## src/common/wit_pkg.sv

```systemverilog
// Package with register map, field positions and reset values of the watchdog interval timer
package wit_pkg;
    // Register indices; the byte address of each register is its index times four
    localparam logic [7:0] WIT_IDX_CTRL = 8'ha8;
    localparam logic [7:0] WIT_IDX_COUNT = 8'ha9;
    localparam logic [7:0] WIT_IDX_RSTCS = 8'hab;
    localparam logic [11:0] WIT_ADDR_CTRL = {2'h0, WIT_IDX_CTRL, 2'h0};
    localparam logic [11:0] WIT_ADDR_COUNT = {2'h0, WIT_IDX_COUNT, 2'h0};
    localparam logic [11:0] WIT_ADDR_RSTCS = {2'h0, WIT_IDX_RSTCS, 2'h0};
    // Control/status field positions
    localparam int WIT_CTRL_OVF = 7;
    localparam int WIT_CTRL_MODE = 6;
    localparam int WIT_CTRL_EN = 5;
    localparam int WIT_RST_FLAG = 7;
    localparam int WIT_RST_OE = 6;
    // Reserved bits read as one
    localparam logic [7:0] WIT_CTRL_RSVD = 8'h18;
    localparam logic [7:0] WIT_RSTCS_RSVD = 8'h3f;
    localparam logic [7:0] WIT_COUNT_RST = 8'h00;
    localparam logic [7:0] WIT_COUNT_MAX = 8'hff;
    localparam int WIT_PRE_W = 12;
    // AXI responses
    localparam logic [1:0] WIT_RESP_OKAY = 2'h0;
    localparam logic [1:0] WIT_RESP_SLVERR = 2'h2;
endpackage : wit_pkg

```

## src/rtl/wit_top.sv

```systemverilog
// Watchdog interval timer with AXI4-Lite register slave
//
// Register access over AXI4-Lite was left to the implementer.
`timescale 1ns/1ns
`default_nettype none
module wit_top (
    input wire logic clk_i,
    input wire logic rst_i,
    input wire logic ce_i,
    input wire logic [11:0] s_axi_awaddr,
    input wire logic s_axi_awvalid,
    output logic s_axi_awready,
    input wire logic [31:0] s_axi_wdata,
    input wire logic [3:0] s_axi_wstrb,
    input wire logic s_axi_wvalid,
    output logic s_axi_wready,
    output logic [1:0] s_axi_bresp,
    output logic s_axi_bvalid,
    input wire logic s_axi_bready,
    input wire logic [11:0] s_axi_araddr,
    input wire logic s_axi_arvalid,
    output logic s_axi_arready,
    output logic [31:0] s_axi_rdata,
    output logic [1:0] s_axi_rresp,
    output logic s_axi_rvalid,
    input wire logic s_axi_rready,
    output logic interval_irq_o,
    output logic wdt_reset_o,
    output logic wdt_reset_ext_o
);
    typedef struct packed {
        logic [11:0] awaddr;
        logic aw_ok;
        logic [7:0] wdata;
        logic wlane;
        logic w_ok;
        logic bvalid;
        logic [1:0] bresp;
        logic rvalid;
        logic [7:0] rdata;
        logic [1:0] rresp;
        logic [11:0] pre;
        logic tick_d;
        logic [7:0] count;
        logic ovf;
        logic ovf_armed;
        logic mode;
        logic en;
        logic [2:0] cks;
        logic watchdog_reset_flag;
        logic reset_output_enable;
        logic irq;
        logic wdt_rst;
    } wit_state_t;

    wit_state_t st_r;
    wit_state_t st_nxt;
    logic tap;
    logic tick;
    logic wr_go;

    // Prescaler tap selection
    always_comb begin
        unique case (st_r.cks)
            3'h0: tap = st_r.pre[0];
            3'h1: tap = st_r.pre[4];
            3'h2: tap = st_r.pre[5];
            3'h3: tap = st_r.pre[6];
            3'h4: tap = st_r.pre[7];
            3'h5: tap = st_r.pre[8];
            3'h6: tap = st_r.pre[10];
            3'h7: tap = st_r.pre[11];
        endcase
    end

    // Falling edge of tap gives one tick per divided period
    assign tick = st_r.tick_d & ~tap;
    assign wr_go = st_r.aw_ok & st_r.w_ok & ~st_r.bvalid;
    assign s_axi_awready = ~st_r.aw_ok & ~st_r.bvalid;
    assign s_axi_wready = ~st_r.w_ok & ~st_r.bvalid;
    assign s_axi_arready = ~st_r.rvalid;
    assign s_axi_bvalid = st_r.bvalid;
    assign s_axi_bresp = st_r.bresp;
    assign s_axi_rvalid = st_r.rvalid;
    assign s_axi_rresp = st_r.rresp;
    assign s_axi_rdata = {24'h000000, st_r.rdata};
    assign interval_irq_o = st_r.irq;
    assign wdt_reset_o = st_r.wdt_rst;
    assign wdt_reset_ext_o = st_r.wdt_rst & st_r.reset_output_enable;

    // Next state of bus slave and timer
    always_comb begin
        logic wrap;
        logic ovf_set;
        wrap = 1'b0;
        ovf_set = 1'b0;
        st_nxt = st_r;
        st_nxt.irq = 1'b0;
        st_nxt.wdt_rst = 1'b0;
        st_nxt.pre = st_r.pre + 12'h001;
        st_nxt.tick_d = tap;
        // Counter
        if (!st_r.en) begin
            st_nxt.count = wit_pkg::WIT_COUNT_RST;
            st_nxt.pre = 12'h000;
            st_nxt.tick_d = 1'b0;
        end else if (tick) begin
            st_nxt.count = st_r.count + 8'h01;
            wrap = (st_r.count == wit_pkg::WIT_COUNT_MAX);
        end
        // Write channels
        if (s_axi_awready && s_axi_awvalid) begin
            st_nxt.aw_ok = 1'b1;
            st_nxt.awaddr = s_axi_awaddr;
        end
        if (s_axi_wready && s_axi_wvalid) begin
            st_nxt.w_ok = 1'b1;
            st_nxt.wdata = s_axi_wdata[7:0];
            st_nxt.wlane = s_axi_wstrb[0];
        end
        if (wr_go) begin
            st_nxt.aw_ok = 1'b0;
            st_nxt.w_ok = 1'b0;
            st_nxt.bvalid = 1'b1;
            st_nxt.bresp = wit_pkg::WIT_RESP_OKAY;
            unique case (st_r.awaddr)
                wit_pkg::WIT_ADDR_CTRL: if (st_r.wlane) begin
                    st_nxt.mode = st_r.wdata[wit_pkg::WIT_CTRL_MODE];
                    st_nxt.en = st_r.wdata[wit_pkg::WIT_CTRL_EN];
                    st_nxt.cks = st_r.wdata[2:0];
                    // Zero clears only after flag read as one
                    if (!st_r.wdata[wit_pkg::WIT_CTRL_OVF] && st_r.ovf_armed) begin
                        st_nxt.ovf = 1'b0;
                        st_nxt.ovf_armed = 1'b0;
                    end
                end
                wit_pkg::WIT_ADDR_COUNT: if (st_r.wlane && st_r.en) begin
                    st_nxt.count = st_r.wdata;
                end
                wit_pkg::WIT_ADDR_RSTCS: if (st_r.wlane) begin
                    st_nxt.reset_output_enable = st_r.wdata[wit_pkg::WIT_RST_OE];
                    if (!st_r.wdata[wit_pkg::WIT_RST_FLAG]) begin
                        st_nxt.watchdog_reset_flag = 1'b0;
                    end
                end
                default: st_nxt.bresp = wit_pkg::WIT_RESP_SLVERR;
            endcase
        end
        if (st_r.bvalid && s_axi_bready) begin
            st_nxt.bvalid = 1'b0;
        end
        // Read channel
        if (st_r.rvalid && s_axi_rready) begin
            st_nxt.rvalid = 1'b0;
        end
        if (s_axi_arready && s_axi_arvalid) begin
            st_nxt.rvalid = 1'b1;
            st_nxt.rresp = wit_pkg::WIT_RESP_OKAY;
            unique case (s_axi_araddr)
                wit_pkg::WIT_ADDR_CTRL: begin
                    st_nxt.rdata = wit_pkg::WIT_CTRL_RSVD
                        | {st_r.ovf, st_r.mode, st_r.en, 2'h0, st_r.cks};
                    if (st_r.ovf) begin
                        st_nxt.ovf_armed = 1'b1;
                    end
                end
                wit_pkg::WIT_ADDR_COUNT: st_nxt.rdata = st_r.count;
                wit_pkg::WIT_ADDR_RSTCS: st_nxt.rdata = wit_pkg::WIT_RSTCS_RSVD
                    | {st_r.watchdog_reset_flag, st_r.reset_output_enable, 6'h00};
                default: begin
                    st_nxt.rdata = 8'h00;
                    st_nxt.rresp = wit_pkg::WIT_RESP_SLVERR;
                end
            endcase
        end
        // Overflow effects, set wins over clear
        ovf_set = wrap;
        if (ovf_set) begin
            st_nxt.ovf = 1'b1;
            if (st_r.mode) begin
                st_nxt.wdt_rst = 1'b1;
                st_nxt.watchdog_reset_flag = 1'b1;
            end else begin
                st_nxt.irq = 1'b1;
            end
        end
    end

    // State register with clock enable
    always_ff @(posedge clk_i) begin
        if (rst_i) begin
            st_r <= '0;
        end else if (ce_i) begin
            st_r <= st_nxt;
        end
    end
endmodule : wit_top
`default_nettype wire

```

## config.mk

```make
export PLATFORM = sky130hd
export DESIGN_NAME = wit_top
export DESIGN_NICKNAME = d
export VERILOG_FILES = /design/src/common/wit_pkg.sv /design/src/rtl/wit_top.sv
export SDC_FILE = /design/constraint.sdc
export NUM_CORES = 1
export LEC_CHECK = 0
export BUFFER_PORTS_ARGS = -buffer_cell sky130_fd_sc_hd__buf_2
export CAP_MARGIN = 5
export CELL_PAD_IN_SITES_DETAIL_PLACEMENT = 1
export CELL_PAD_IN_SITES_GLOBAL_PLACEMENT = 2
export CORE_MARGIN = 4
export CORE_UTILIZATION = 31
export CTS_CLUSTER_DIAMETER = 50
export CTS_CLUSTER_SIZE = 8
export DETAILED_ROUTE_END_ITERATION = 16
export GPL_TIMING_DRIVEN = 0
export PLACE_DENSITY = 0.82
export SKIP_LAST_GASP = 1
export SYNTH_ARGS = -nofsm -noshare
export SYNTH_HDL_FRONTEND = slang
export SYNTH_SLANG_ARGS = --single-unit
```

## constraint.sdc

```tcl
create_clock -name clk_i -period 4.6 [get_ports clk_i]
set_input_delay 0.69 -clock clk_i [delete_from_list [all_inputs] [get_ports clk_i]]
set_output_delay 0.69 -clock clk_i [all_outputs]
set_load 0.01 [all_outputs]
```

==> metrics, run 1 <==
synth warn=0; Worst R2R Path Depth=6; Die X=114 um; Die H=114 um; HP Class=reg -> reg; Synth Flop Type=dfxtp_1; routability cong.=0.794; status=finished, final reports clean; main area contributors after synthesis=dfxtp_1, buf_4, nand2_1; diode count=0; gr ovfl total=0; area leader, netlist=dfxtp_1; leakage=1.76 nW; Synth async-reset ratio=0; Layout Nets=582; post-DP HPWL=7430 um; largest net degree at the start of global routing=11; remaining antenna violation count=0; final hold violations=0; Post-Route WL=9920 um; CP cell instances=buf_2 > inv_1 > clkbuf_1 > nor4b_2 > nand2_1 > a21oi_1; Max Buffers Root-to-Sink=2; share of layout cells above drive strength 1=0.242; Fmax=0.425 GHz; part of the cycle the worst path needs=0.511; Worst Min Path Start=st_r[64]; RSZ-0062 raised after global routing=false; num ports=112; Clock Latency Late Sink=0.35 ns; kind of critical path=in -> reg; Critical Path Fanout Max=10; CTS sink cnt=67; CTS Hold Bufs=0; slowest CP cell=nor4b_2; Post-synth EDFFs=0; final-report max-slew violation count=0; Final setup viols=0; clock-pin slew on the worst setup and hold paths=0.07 ns; synthesized cell area=3470 sq um; post-cts sizing count=0; CP startpoint kind=input pin; overall routing resource usage=0.158; H-tree depth=3; # DRC=0; routed vias/inst=4.83; critical path capture point type=flip-flop; full die area=13000 sq um; PwrDens=290 nW/um^2; min Tclk post-route=2.35 ns; Reg2Reg Setup Slack=2.54 ns; vias in the first global route=3222; Post-Syn Instances=419; Min-Delay Endpoint=st_r[64]; Max Cap Viol=0; reg-to-reg endpoint=st_r[10]; critical path arrival=2.63 ns; DRT Pass-1 Iters=4; Synth-to-Final Area Change=21.4%; Post-CTS Setup Inserts=0; Overall Power=1.22 mW; relative slew slack=0.324; Port Buffers=57; Worst EP required=4.88 ns; syn_area_per_cell=8.29 sq um; initial antenna violation count=0; total CTS buffers=9; Starting Density=0.319; worst slew pin tran=1.01 ns; Core ar.=10900 sq um; setup TNS=0 ns; Root Buffer=clkbuf_8; via count=3174; CTS tree=done; FP Rows=38; worst vdd ir=0.103 mV; final clock skew=0.0101 ns; Unique masters post-synth=61; Reg-to-Reg Start=st_r[64]; Critical Path Max Stage Delay=0.96 ns; WHS Path Cells=2; flop and latch count out of synthesis=67; wire length per cell=15.1 um; global-route wire length before repair=16100 um; DR iter-0 viols=106; top-area cell type share of the netlist area=0.386; post-synthesis sequential area ratio=0.386
## per-stage QoR
stage	setup WS (ns)	hold WS, ns	utilization	cells	area [sq um]
finish	2.25	0.452	0.387	657	4220
global route	2.03	0.479	0.387	657	4220
CTS	2.21	0.456	0.387	657	4220
detailed placement	1.84	0.445	0.370	641	4030
global placement	1.85	0.441	0.370	641	4030
floorplan	2.52	0.431	-	444	3570
## cells in the mapped netlist (3+ instances only)
cell type  count
nand3_1       14
nand4_1        5
o21ai_0       14
o211ai_1       4
or3_1          5
nor2_1        38
o21a_1         3
xor2_1         7
and3_1         5
inv_1         10
nand2_1       66
dfxtp_1       67
mux2i_1       11
buf_4         38
nor2b_1        3
a22oi_1        4
a21oi_1       42
nand2b_1       4
clkbuf_1      16
a22o_1         3
xnor2_1        3
a31oi_1        7
and2_1         3
## power by group
| group | internal (mW) | switching, mW | total (mW) |
|---|---|---|---|
| Combinational | 0.0493 | 0.0721 | 0.121 |
| Clock | 0.266 | 0.230 | 0.496 |
| Sequential | 0.592 | 0.0114 | 0.604 |
| Total | 0.907 | 0.314 | 1.22 |
## worst max-delay path: cells and delay by family
family	cells	cell delay, ns
buf+inv	3	0.69
compound gates	1	0.15
simple gates	2	1.11
## layout make-up
type / instances / area, sq um
clock buffers: 14 / 153
inverters: 10 / 37.5
plain buffers: 57 / 367
repair buffers: 57 / 285
multi-input cells: 310 / 1820
fillers: 1351 / 6670
clock inverters: 2 / 35.0
well taps: 140 / 175
flip-flops and latches: 67 / 1340
## state kept, by name, indices dropped and copies added, names as in the netlist
register,flops
s_axi_rvalid,1
wdt_reset_o,1
s_axi_bvalid,1
s_axi_rresp,1
s_axi_bresp,1
interval_irq_o,1
st_r,53
s_axi_rdata,8
## routing by layer
metal	part of all wire	GRT usage	up-vias	wire length, um
met3	0.051	0.0324	13	503
met4	0.016	0.0578	0	161
met2	0.48	0.269	83	4740
met5	0	0	-	0
li1	-	-	1591	-
met1	0.45	0.198	1487	4510
## how the worst max path moves through the flow
| stage | from | end |
|---|---|---|
| after global placement | ce_i | st_r[54] |
| after detailed placement | ce_i | st_r[54] |
| final | ce_i | st_r[51] |
| after CTS | ce_i | st_r[54] |
| after global routing | ce_i | st_r[55] |
| after floorplan | s_axi_araddr[1] | s_axi_rdata[3] |
## cells by family (layout without fill, tap and decap cells)
logic type	Yosys count	in the layout	synth area share
AO/OA/AOI/OAI	94	94	0.176
XOR/XNOR	10	10	0.0252
adder cells (fa/ha/maj)	2	2	0.00720
buffers and inverters	67	140	0.116
flip-flops	67	67	0.386
multiplexers	14	14	0.0436
other	1	26	0.00108
AND/OR/NAND/NOR	164	164	0.244
## layout by cell type, fill, tap and decap left out, types with 3 or more instances in the layout
master / netlist / final
nand4_1: 5 / 5
a21oi_1: 42 / 42
clkbuf_1: 16 / 20
nand2_1: 66 / 66
nand3_1: 14 / 14
o21a_1: 3 / 3
inv_1: 10 / 10
nor2_1: 38 / 38
xor2_1: 7 / 7
clkbuf_8: 0 / 10
buf_2: 2 / 59
xnor2_1: 3 / 3
mux2i_1: 11 / 11
or3_1: 5 / 5
nand2b_1: 4 / 4
buf_4: 38 / 38
o211ai_1: 4 / 4
a31oi_1: 7 / 7
o21ai_0: 14 / 14
and2_1: 3 / 3
a22o_1: 3 / 3
dfxtp_1: 67 / 67
a22oi_1: 4 / 4
conb_1: 1 / 26
and3_1: 5 / 5
nor2b_1: 3 / 3
Note: power is estimated with default switching activity, not from simulation.
==> run 2: changes to the inputs <==
Settings changed: CORE_UTILIZATION 31 to 26, PLACE_DENSITY 0.82 to 0.73.
Clock period 4.6 ns to 2.1 ns, I/O delays scaled along.
==> metrics, run 2 (synthesis gave the netlist of run 1 again) <==
CTS tree=done; Fmax=0.497 GHz; pre-CTS WS=-0.372 ns (-2.22 ns); largest net degree at the start of global routing=11 (unchanged); multi-input logic area=1860 sq um (+1.9%); Die H=124 um (+8.5%); HP Class=in -> reg; relative slew slack=0.445 (+0.121); commonest non-fill, non-tap cells in the layout=dfxtp_1, nand2_1, buf_2, a21oi_1, buf_4; Max Cap Viol=0 (unchanged); reg-to-reg endpoint=st_r[14]; worst vdd ir=0.295 mV (+190%); final-report max-slew violation count=0 (unchanged); min Tclk post-route=2.01 ns; Reg-to-Reg Start=st_r[5]; Worst Min Path Start=s_axi_awaddr[7]; RSZ-0062 raised after global routing=true; H-tree depth=3 (unchanged); final hold violations=0 (unchanged); critical path capture point type=flip-flop; FF/Latch Area=1340 sq um (unchanged); CP startpoint kind=flip-flop; routability cong.=0.796 (+0.24%); share of layout cells above drive strength 1=0.253 (+0.0111); setup TNS=0 ns (unchanged); Final setup viols=0 (unchanged); Starting Density=0.270 (-0.0493); # DRC=0 (unchanged); Layout Nets=584 (+0.34%); most frequent CP cell=mux2_4; CTS sink cnt=67 (unchanged); CTS Hold Bufs=0 (unchanged); max reg flops=53 (unchanged); design area=4430 sq um (+5.1%); critical path arrival=2.25 ns (-0.38 ns); Reg2Reg Setup Slack=0.09 ns (-2.45 ns); CP cell instances=buf_6 > mux2_4 > o22ai_4 > o2111ai_1 > mux2_4 > a2111oi_4; wire length per cell=14.9 um (-1.2%); status=finished, final reports clean; Clock Latency Late Sink=0.34 ns (about the same); Critical Path Max Stage Delay=0.36 ns (-0.60 ns); worst slew pin tran=0.832 ns (-0.179 ns); remaining antenna violation count=0 (unchanged); diode count=0 (unchanged); clock-pin slew on the worst setup and hold paths=0.05 ns (-0.02 ns); Root Buffer=clkbuf_16; via count=3151 (-0.72%); initial antenna violation count=0 (unchanged); slowest CP cell=mux2_4; Max Buffers Root-to-Sink=2 (unchanged); post-DP HPWL=7680 um (+3.4%); final clock skew=0.00650 ns (-0.00360 ns); total CTS buffers=9 (unchanged); vias in the first global route=3290 (+2.1%); gr ovfl total=0 (unchanged); Largest Register=st_r; Port Buffers=57 (unchanged); Die X=124 um (+8.5%); global-route wire length before repair=16500 um (+2.4%); leakage=1.83 nW (+4.5%); routed vias/inst=4.57 (-5.5%); Min-Delay Endpoint=st_r[64]; placed cells=673 (+5.0%); kind of critical path=reg -> reg; DRT Pass-1 Iters=4 (unchanged); most common cell after layout, fill and taps aside=dfxtp_1; FP Rows=41 (+7.9%); placed inst area=4070 sq um (+0.99%); Critical Path Fanout Max=8 (-2); DR iter-0 viols=105 (-0.94%); Post-Route WL=10300 um (+3.7%); Overall Power=3.19 mW (+160%); full die area=15300 sq um (+18%); Core ar.=12900 sq um (+18%); PwrDens=719 nW/um^2 (+150%); overall routing resource usage=0.142 (-0.0157); WHS Path Cells=3 (+1); Fill cells=1559 (+15%); fin cells=690 (+5.0%); num ports=112 (unchanged); Worst R2R Path Depth=6 (unchanged); PnR worst setup slack=0.0877 ns (-2.16 ns); Worst EP required=2.34 ns (-2.54 ns); Synth-to-Final Area Change=27.6%; part of the cycle the worst path needs=0.958
-- run 2: changes by cell type in the layout (fill, tap and decap cells not counted), moves of 2 or more --
cell and delta:
clkbuf_16 +9, clkbuf_1 -3, clkbuf_8 -6, buf_4 +2
-- run 2: layer usage --
| metal | part of all wire | track usage | up-vias | routed length [um] |
|---|---|---|---|---|
| met5 | 0 | 0 | - | 0 |
| met4 | 0.015 | 0.0554 | 0 | 155 |
| met3 | 0.060 | 0.0400 | 12 | 613 |
| met2 | 0.46 | 0.236 | 80 | 4780 |
| met1 | 0.46 | 0.174 | 1465 | 4740 |
| li1 | - | - | 1594 | - |
-- run 2: worst max path at each step --
stage | start | to | slack [ns]
2_1_floorplan | st_r[5] | st_r[14] | 0.31
3_3_place_gp | ce_i | st_r[51] | -0.32
3_5_place_dp | ce_i | st_r[54] | -0.37
4_1_cts | st_r[63] | st_r[10] | 0.06
5_1_grt | s_axi_bvalid | st_r[17] | -0.03
6_report | st_r[5] | st_r[14] | 0.09
-- run 2: layout make-up --
type / count / share of cell area
Timing Repair Buffer: 59 / 0.0677
Clock buffer: 14 / 0.0641
Buffer: 57 / 0.0827
Tap cell: 172 / 0.0485
Inverter: 10 / 0.00847
Clock inverter: 1 / 0.00677
Sequential cell: 67 / 0.303
Multi-Input combinational cell: 310 / 0.419
-- run 2: repair_timing --
| action | CTS | global route |
|---|---|---|
| endpoints found under the setup margin | 4 | 6 |
| buffers inserted | 0 | 2 |
| pin swaps | 0 | 2 |
| resized for setup | 2 | 3 |
-- run 2: stage by stage --
stage | utilization | hold WS [ns]
6_report | 0.344 | 0.211
5_1_grt | 0.344 | 0.209
4_1_cts | 0.342 | 0.194
3_5_place_dp | 0.316 | 0.442
3_3_place_gp | 0.316 | 0.439
2_1_floorplan | - | 0.431
-- run 2: critical path: cells and delay by family, from the launching register on --
| kind | cells | cell delay (ns) |
|---|---|---|
| multiplexers | 2 | 0.68 |
| AO/OA/AOI/OAI | 3 | 0.79 |
| flip-flops | 1 | 0.32 |
| buffers and inverters | 1 | 0.13 |
-- run 2: where the power goes --
| group | switching (mW) | internal [mW] | total (mW) |
|---|---|---|---|
| combinational | 0.160 | 0.110 | 0.270 |
| clock | 0.550 | 1.04 | 1.59 |
| sequential | 0.0253 | 1.30 | 1.33 |
| total | 0.735 | 2.45 | 3.19 |
==> run 3: changes to the inputs <==
Settings changed: CORE_MARGIN 4 to 8, PLACE_DENSITY 0.73 to not set, PLACE_DENSITY_LB_ADDON set to 0.05.
Clock period 2.1 ns to 1.8 ns, I/O delays scaled along.
==> metrics, run 3 (synthesis gave the netlist of run 1 again) <==
status=finished with violations; failing checks=negative setup slack; placed inst area=4070 sq um (+0.12%); Final setup viols=3 (+3); PwrDens=791 nW/um^2 (+10%); Post-Route WL=11000 um (+6.7%); Worst R2R Path Depth=8 (+2); most common cell after layout, fill and taps aside=nand2_1; DRT Pass-1 Iters=4 (unchanged); Synth-to-Final Area Change=32.6%; overall routing resource usage=0.129 (-0.0137); clock-pin slew on the worst setup and hold paths=0.06 ns (about the same); routability cong.=0.728 (-8.6%); critical path arrival=2.09 ns (-0.16 ns); register share of total power=0.425 (+0.009); Crit path buffers/inverters=3 (+2); CTS sink cnt=67 (unchanged); full die area=17300 sq um (+13%); routed vias/inst=4.55 (-0.27%); Worst EP required=2.06 ns (-0.28 ns); share of layout cells above drive strength 1=0.299 (+0.0465); post-DP HPWL=8140 um (+6.0%); Die X=132 um (+6.5%); worst vdd ir=0.311 mV (+5.4%); Core ar.=13100 sq um (+2.0%); CTS tree=done; most frequent CP cell=buf_6; Fmax=0.548 GHz (+10%); Clock Power Share=0.486 (-0.013); Max Cap Viol=0 (unchanged); via count=3220 (+2.2%); part of the cycle the worst path needs=1.01 (+0.0556); Comb pwr share=0.089 (+0.004); min Tclk post-route=1.82 ns (-0.187 ns); WHS Path Cells=3 (unchanged); # DRC=0 (unchanged); kind of critical path=reg -> reg; pre-CTS WS=-0.459 ns (-0.0866 ns); Overall Power=3.65 mW (+14%); wire length per cell=15.5 um (+4.1%); sw frac=0.245 (+0.0141); PnR worst setup slack=-0.0249 ns (-0.113 ns); gr ovfl total=0 (unchanged); worst slew pin tran=0.736 ns (-0.0957 ns); Max Buffers Root-to-Sink=2 (unchanged); diode count=0 (unchanged); Layout Nets=596 (+2.1%); Critical Path Fanout Max=6 (-2); Port Buffers=57 (unchanged); largest net degree at the start of global routing=12 (+1); leakage=1.91 nW (+4.1%); total CTS buffers=9 (unchanged); initial antenna violation count=0 (unchanged); commonest non-fill, non-tap cells in the layout=nand2_1, dfxtp_1, buf_2, buf_4, a21oi_1; Die H=132 um (+6.5%); final hold violations=0 (unchanged); final-report max-slew violation count=0 (unchanged); relative slew slack=0.509 (+0.0638); CTS Hold Bufs=0 (unchanged); remaining antenna violation count=0 (unchanged); design area=4610 sq um (+4.0%); global-route wire length before repair=17800 um (+7.8%); critical path capture point type=flip-flop; num ports=112 (unchanged); CP cell instances=buf_6 > mux2_4 > o22ai_4 > buf_6 > buf_6 > o21ai_2 > or3_1 > a31oi_1; Root Buffer=clkbuf_16; H-tree depth=3 (unchanged); RSZ-0062 raised after global routing=true; slowest CP cell=dfxtp_2; Critical Path Max Stage Delay=0.32 ns (-0.04 ns); Critical Path Stages=8 (+2); DR iter-0 viols=127 (+21%); FP Rows=42 (+2.4%); vias in the first global route=3347 (+1.7%); Starting Density=0.264 (-0.00537); Switching Power=0.892 mW (+21%); max reg flops=53 (unchanged); HP Class=in -> reg; Largest Register=st_r; Crit path max-delay family=compound AO/OA/AOI/OAI gates; CP startpoint kind=flip-flop; Clock Latency Late Sink=0.34 ns (about the same); P_int=2.75 mW (+12%); final clock skew=0.00624 ns (-0.000267 ns)
==> run 3: cell types whose count changed in the layout (fill, tap and decap cells not counted), sizes merged <==
cell      change
buf          +11
clkinv        +3
clkbuf        -2
clkinvlp      +1
==> run 3: cell type report <==
type / instances / area (sq um)
fillers: 1604 / 8530
multi-input cells: 310 / 1920
flip-flops and latches: 67 / 1350
repair buffers: 71 / 398
plain buffers: 57 / 388
clock buffers: 11 / 243
well taps: 176 / 220
clock inverters: 5 / 52.6
inverters: 10 / 37.5
==> run 3: power groups by stage <==
stage | clock network (mW) | registers (mW) | logic (mW)
after floorplan | 0 | 1.57 | 0.201
after global placement | 0 | 1.58 | 0.310
after detailed placement | 0 | 1.58 | 0.314
after CTS | 1.83 | 1.55 | 0.321
after global routing | 1.88 | 1.55 | 0.363
final | 1.77 | 1.55 | 0.323
==> run 3: per-layer routing <==
layer,up-vias,share of wire,GRT usage
li1,1624,-,-
met1,1511,0.50,0.168
met2,74,0.44,0.197
met3,11,0.045,0.0313
met4,0,0.016,0.0555
met5,-,0,0
==> run 3: through the flow <==
stage / hold WS [ns] / instances / TNS (ns) / util
6_report: 0.167 / 707 / -0.0500 / 0.351
5_1_grt: 0.170 / 707 / -0.658 / 0.351
4_1_cts: 0.156 / 699 / -0.353 / 0.341
3_5_place_dp: 0.447 / 677 / -16.84 / 0.310
3_3_place_gp: 0.443 / 677 / -17.08 / 0.310
2_1_floorplan: 0.406 / 444 / 0 / -
==> run 3: worst register-to-register path: cells and delay by family (launching register included) <==
kind / cells / cell delay [ns]
buffers and inverters: 3 / 0.34
and+or+nand+nor: 1 / 0.32
DFF: 1 / 0.32
AOI/OAI and AO/OA: 3 / 0.46
muxes: 1 / 0.31
==> run 3: worst paths after layout <==
check	from	endpoint	slack, ns
max	st_r[5]	st_r[16]	-0.02
max reg2reg	st_r[5]	st_r[16]	-0.02
min reg2reg	s_axi_rdata[3]	s_axi_rdata[3]	0.45
min	s_axi_awaddr[10]	st_r[67]	0.17
==> run 3: timing repair <==
item	4_1_cts	5_1_grt
resized for setup	13	25
endpoints found under the setup margin	35	45
buffers inserted	6	8
pin swaps	7	15
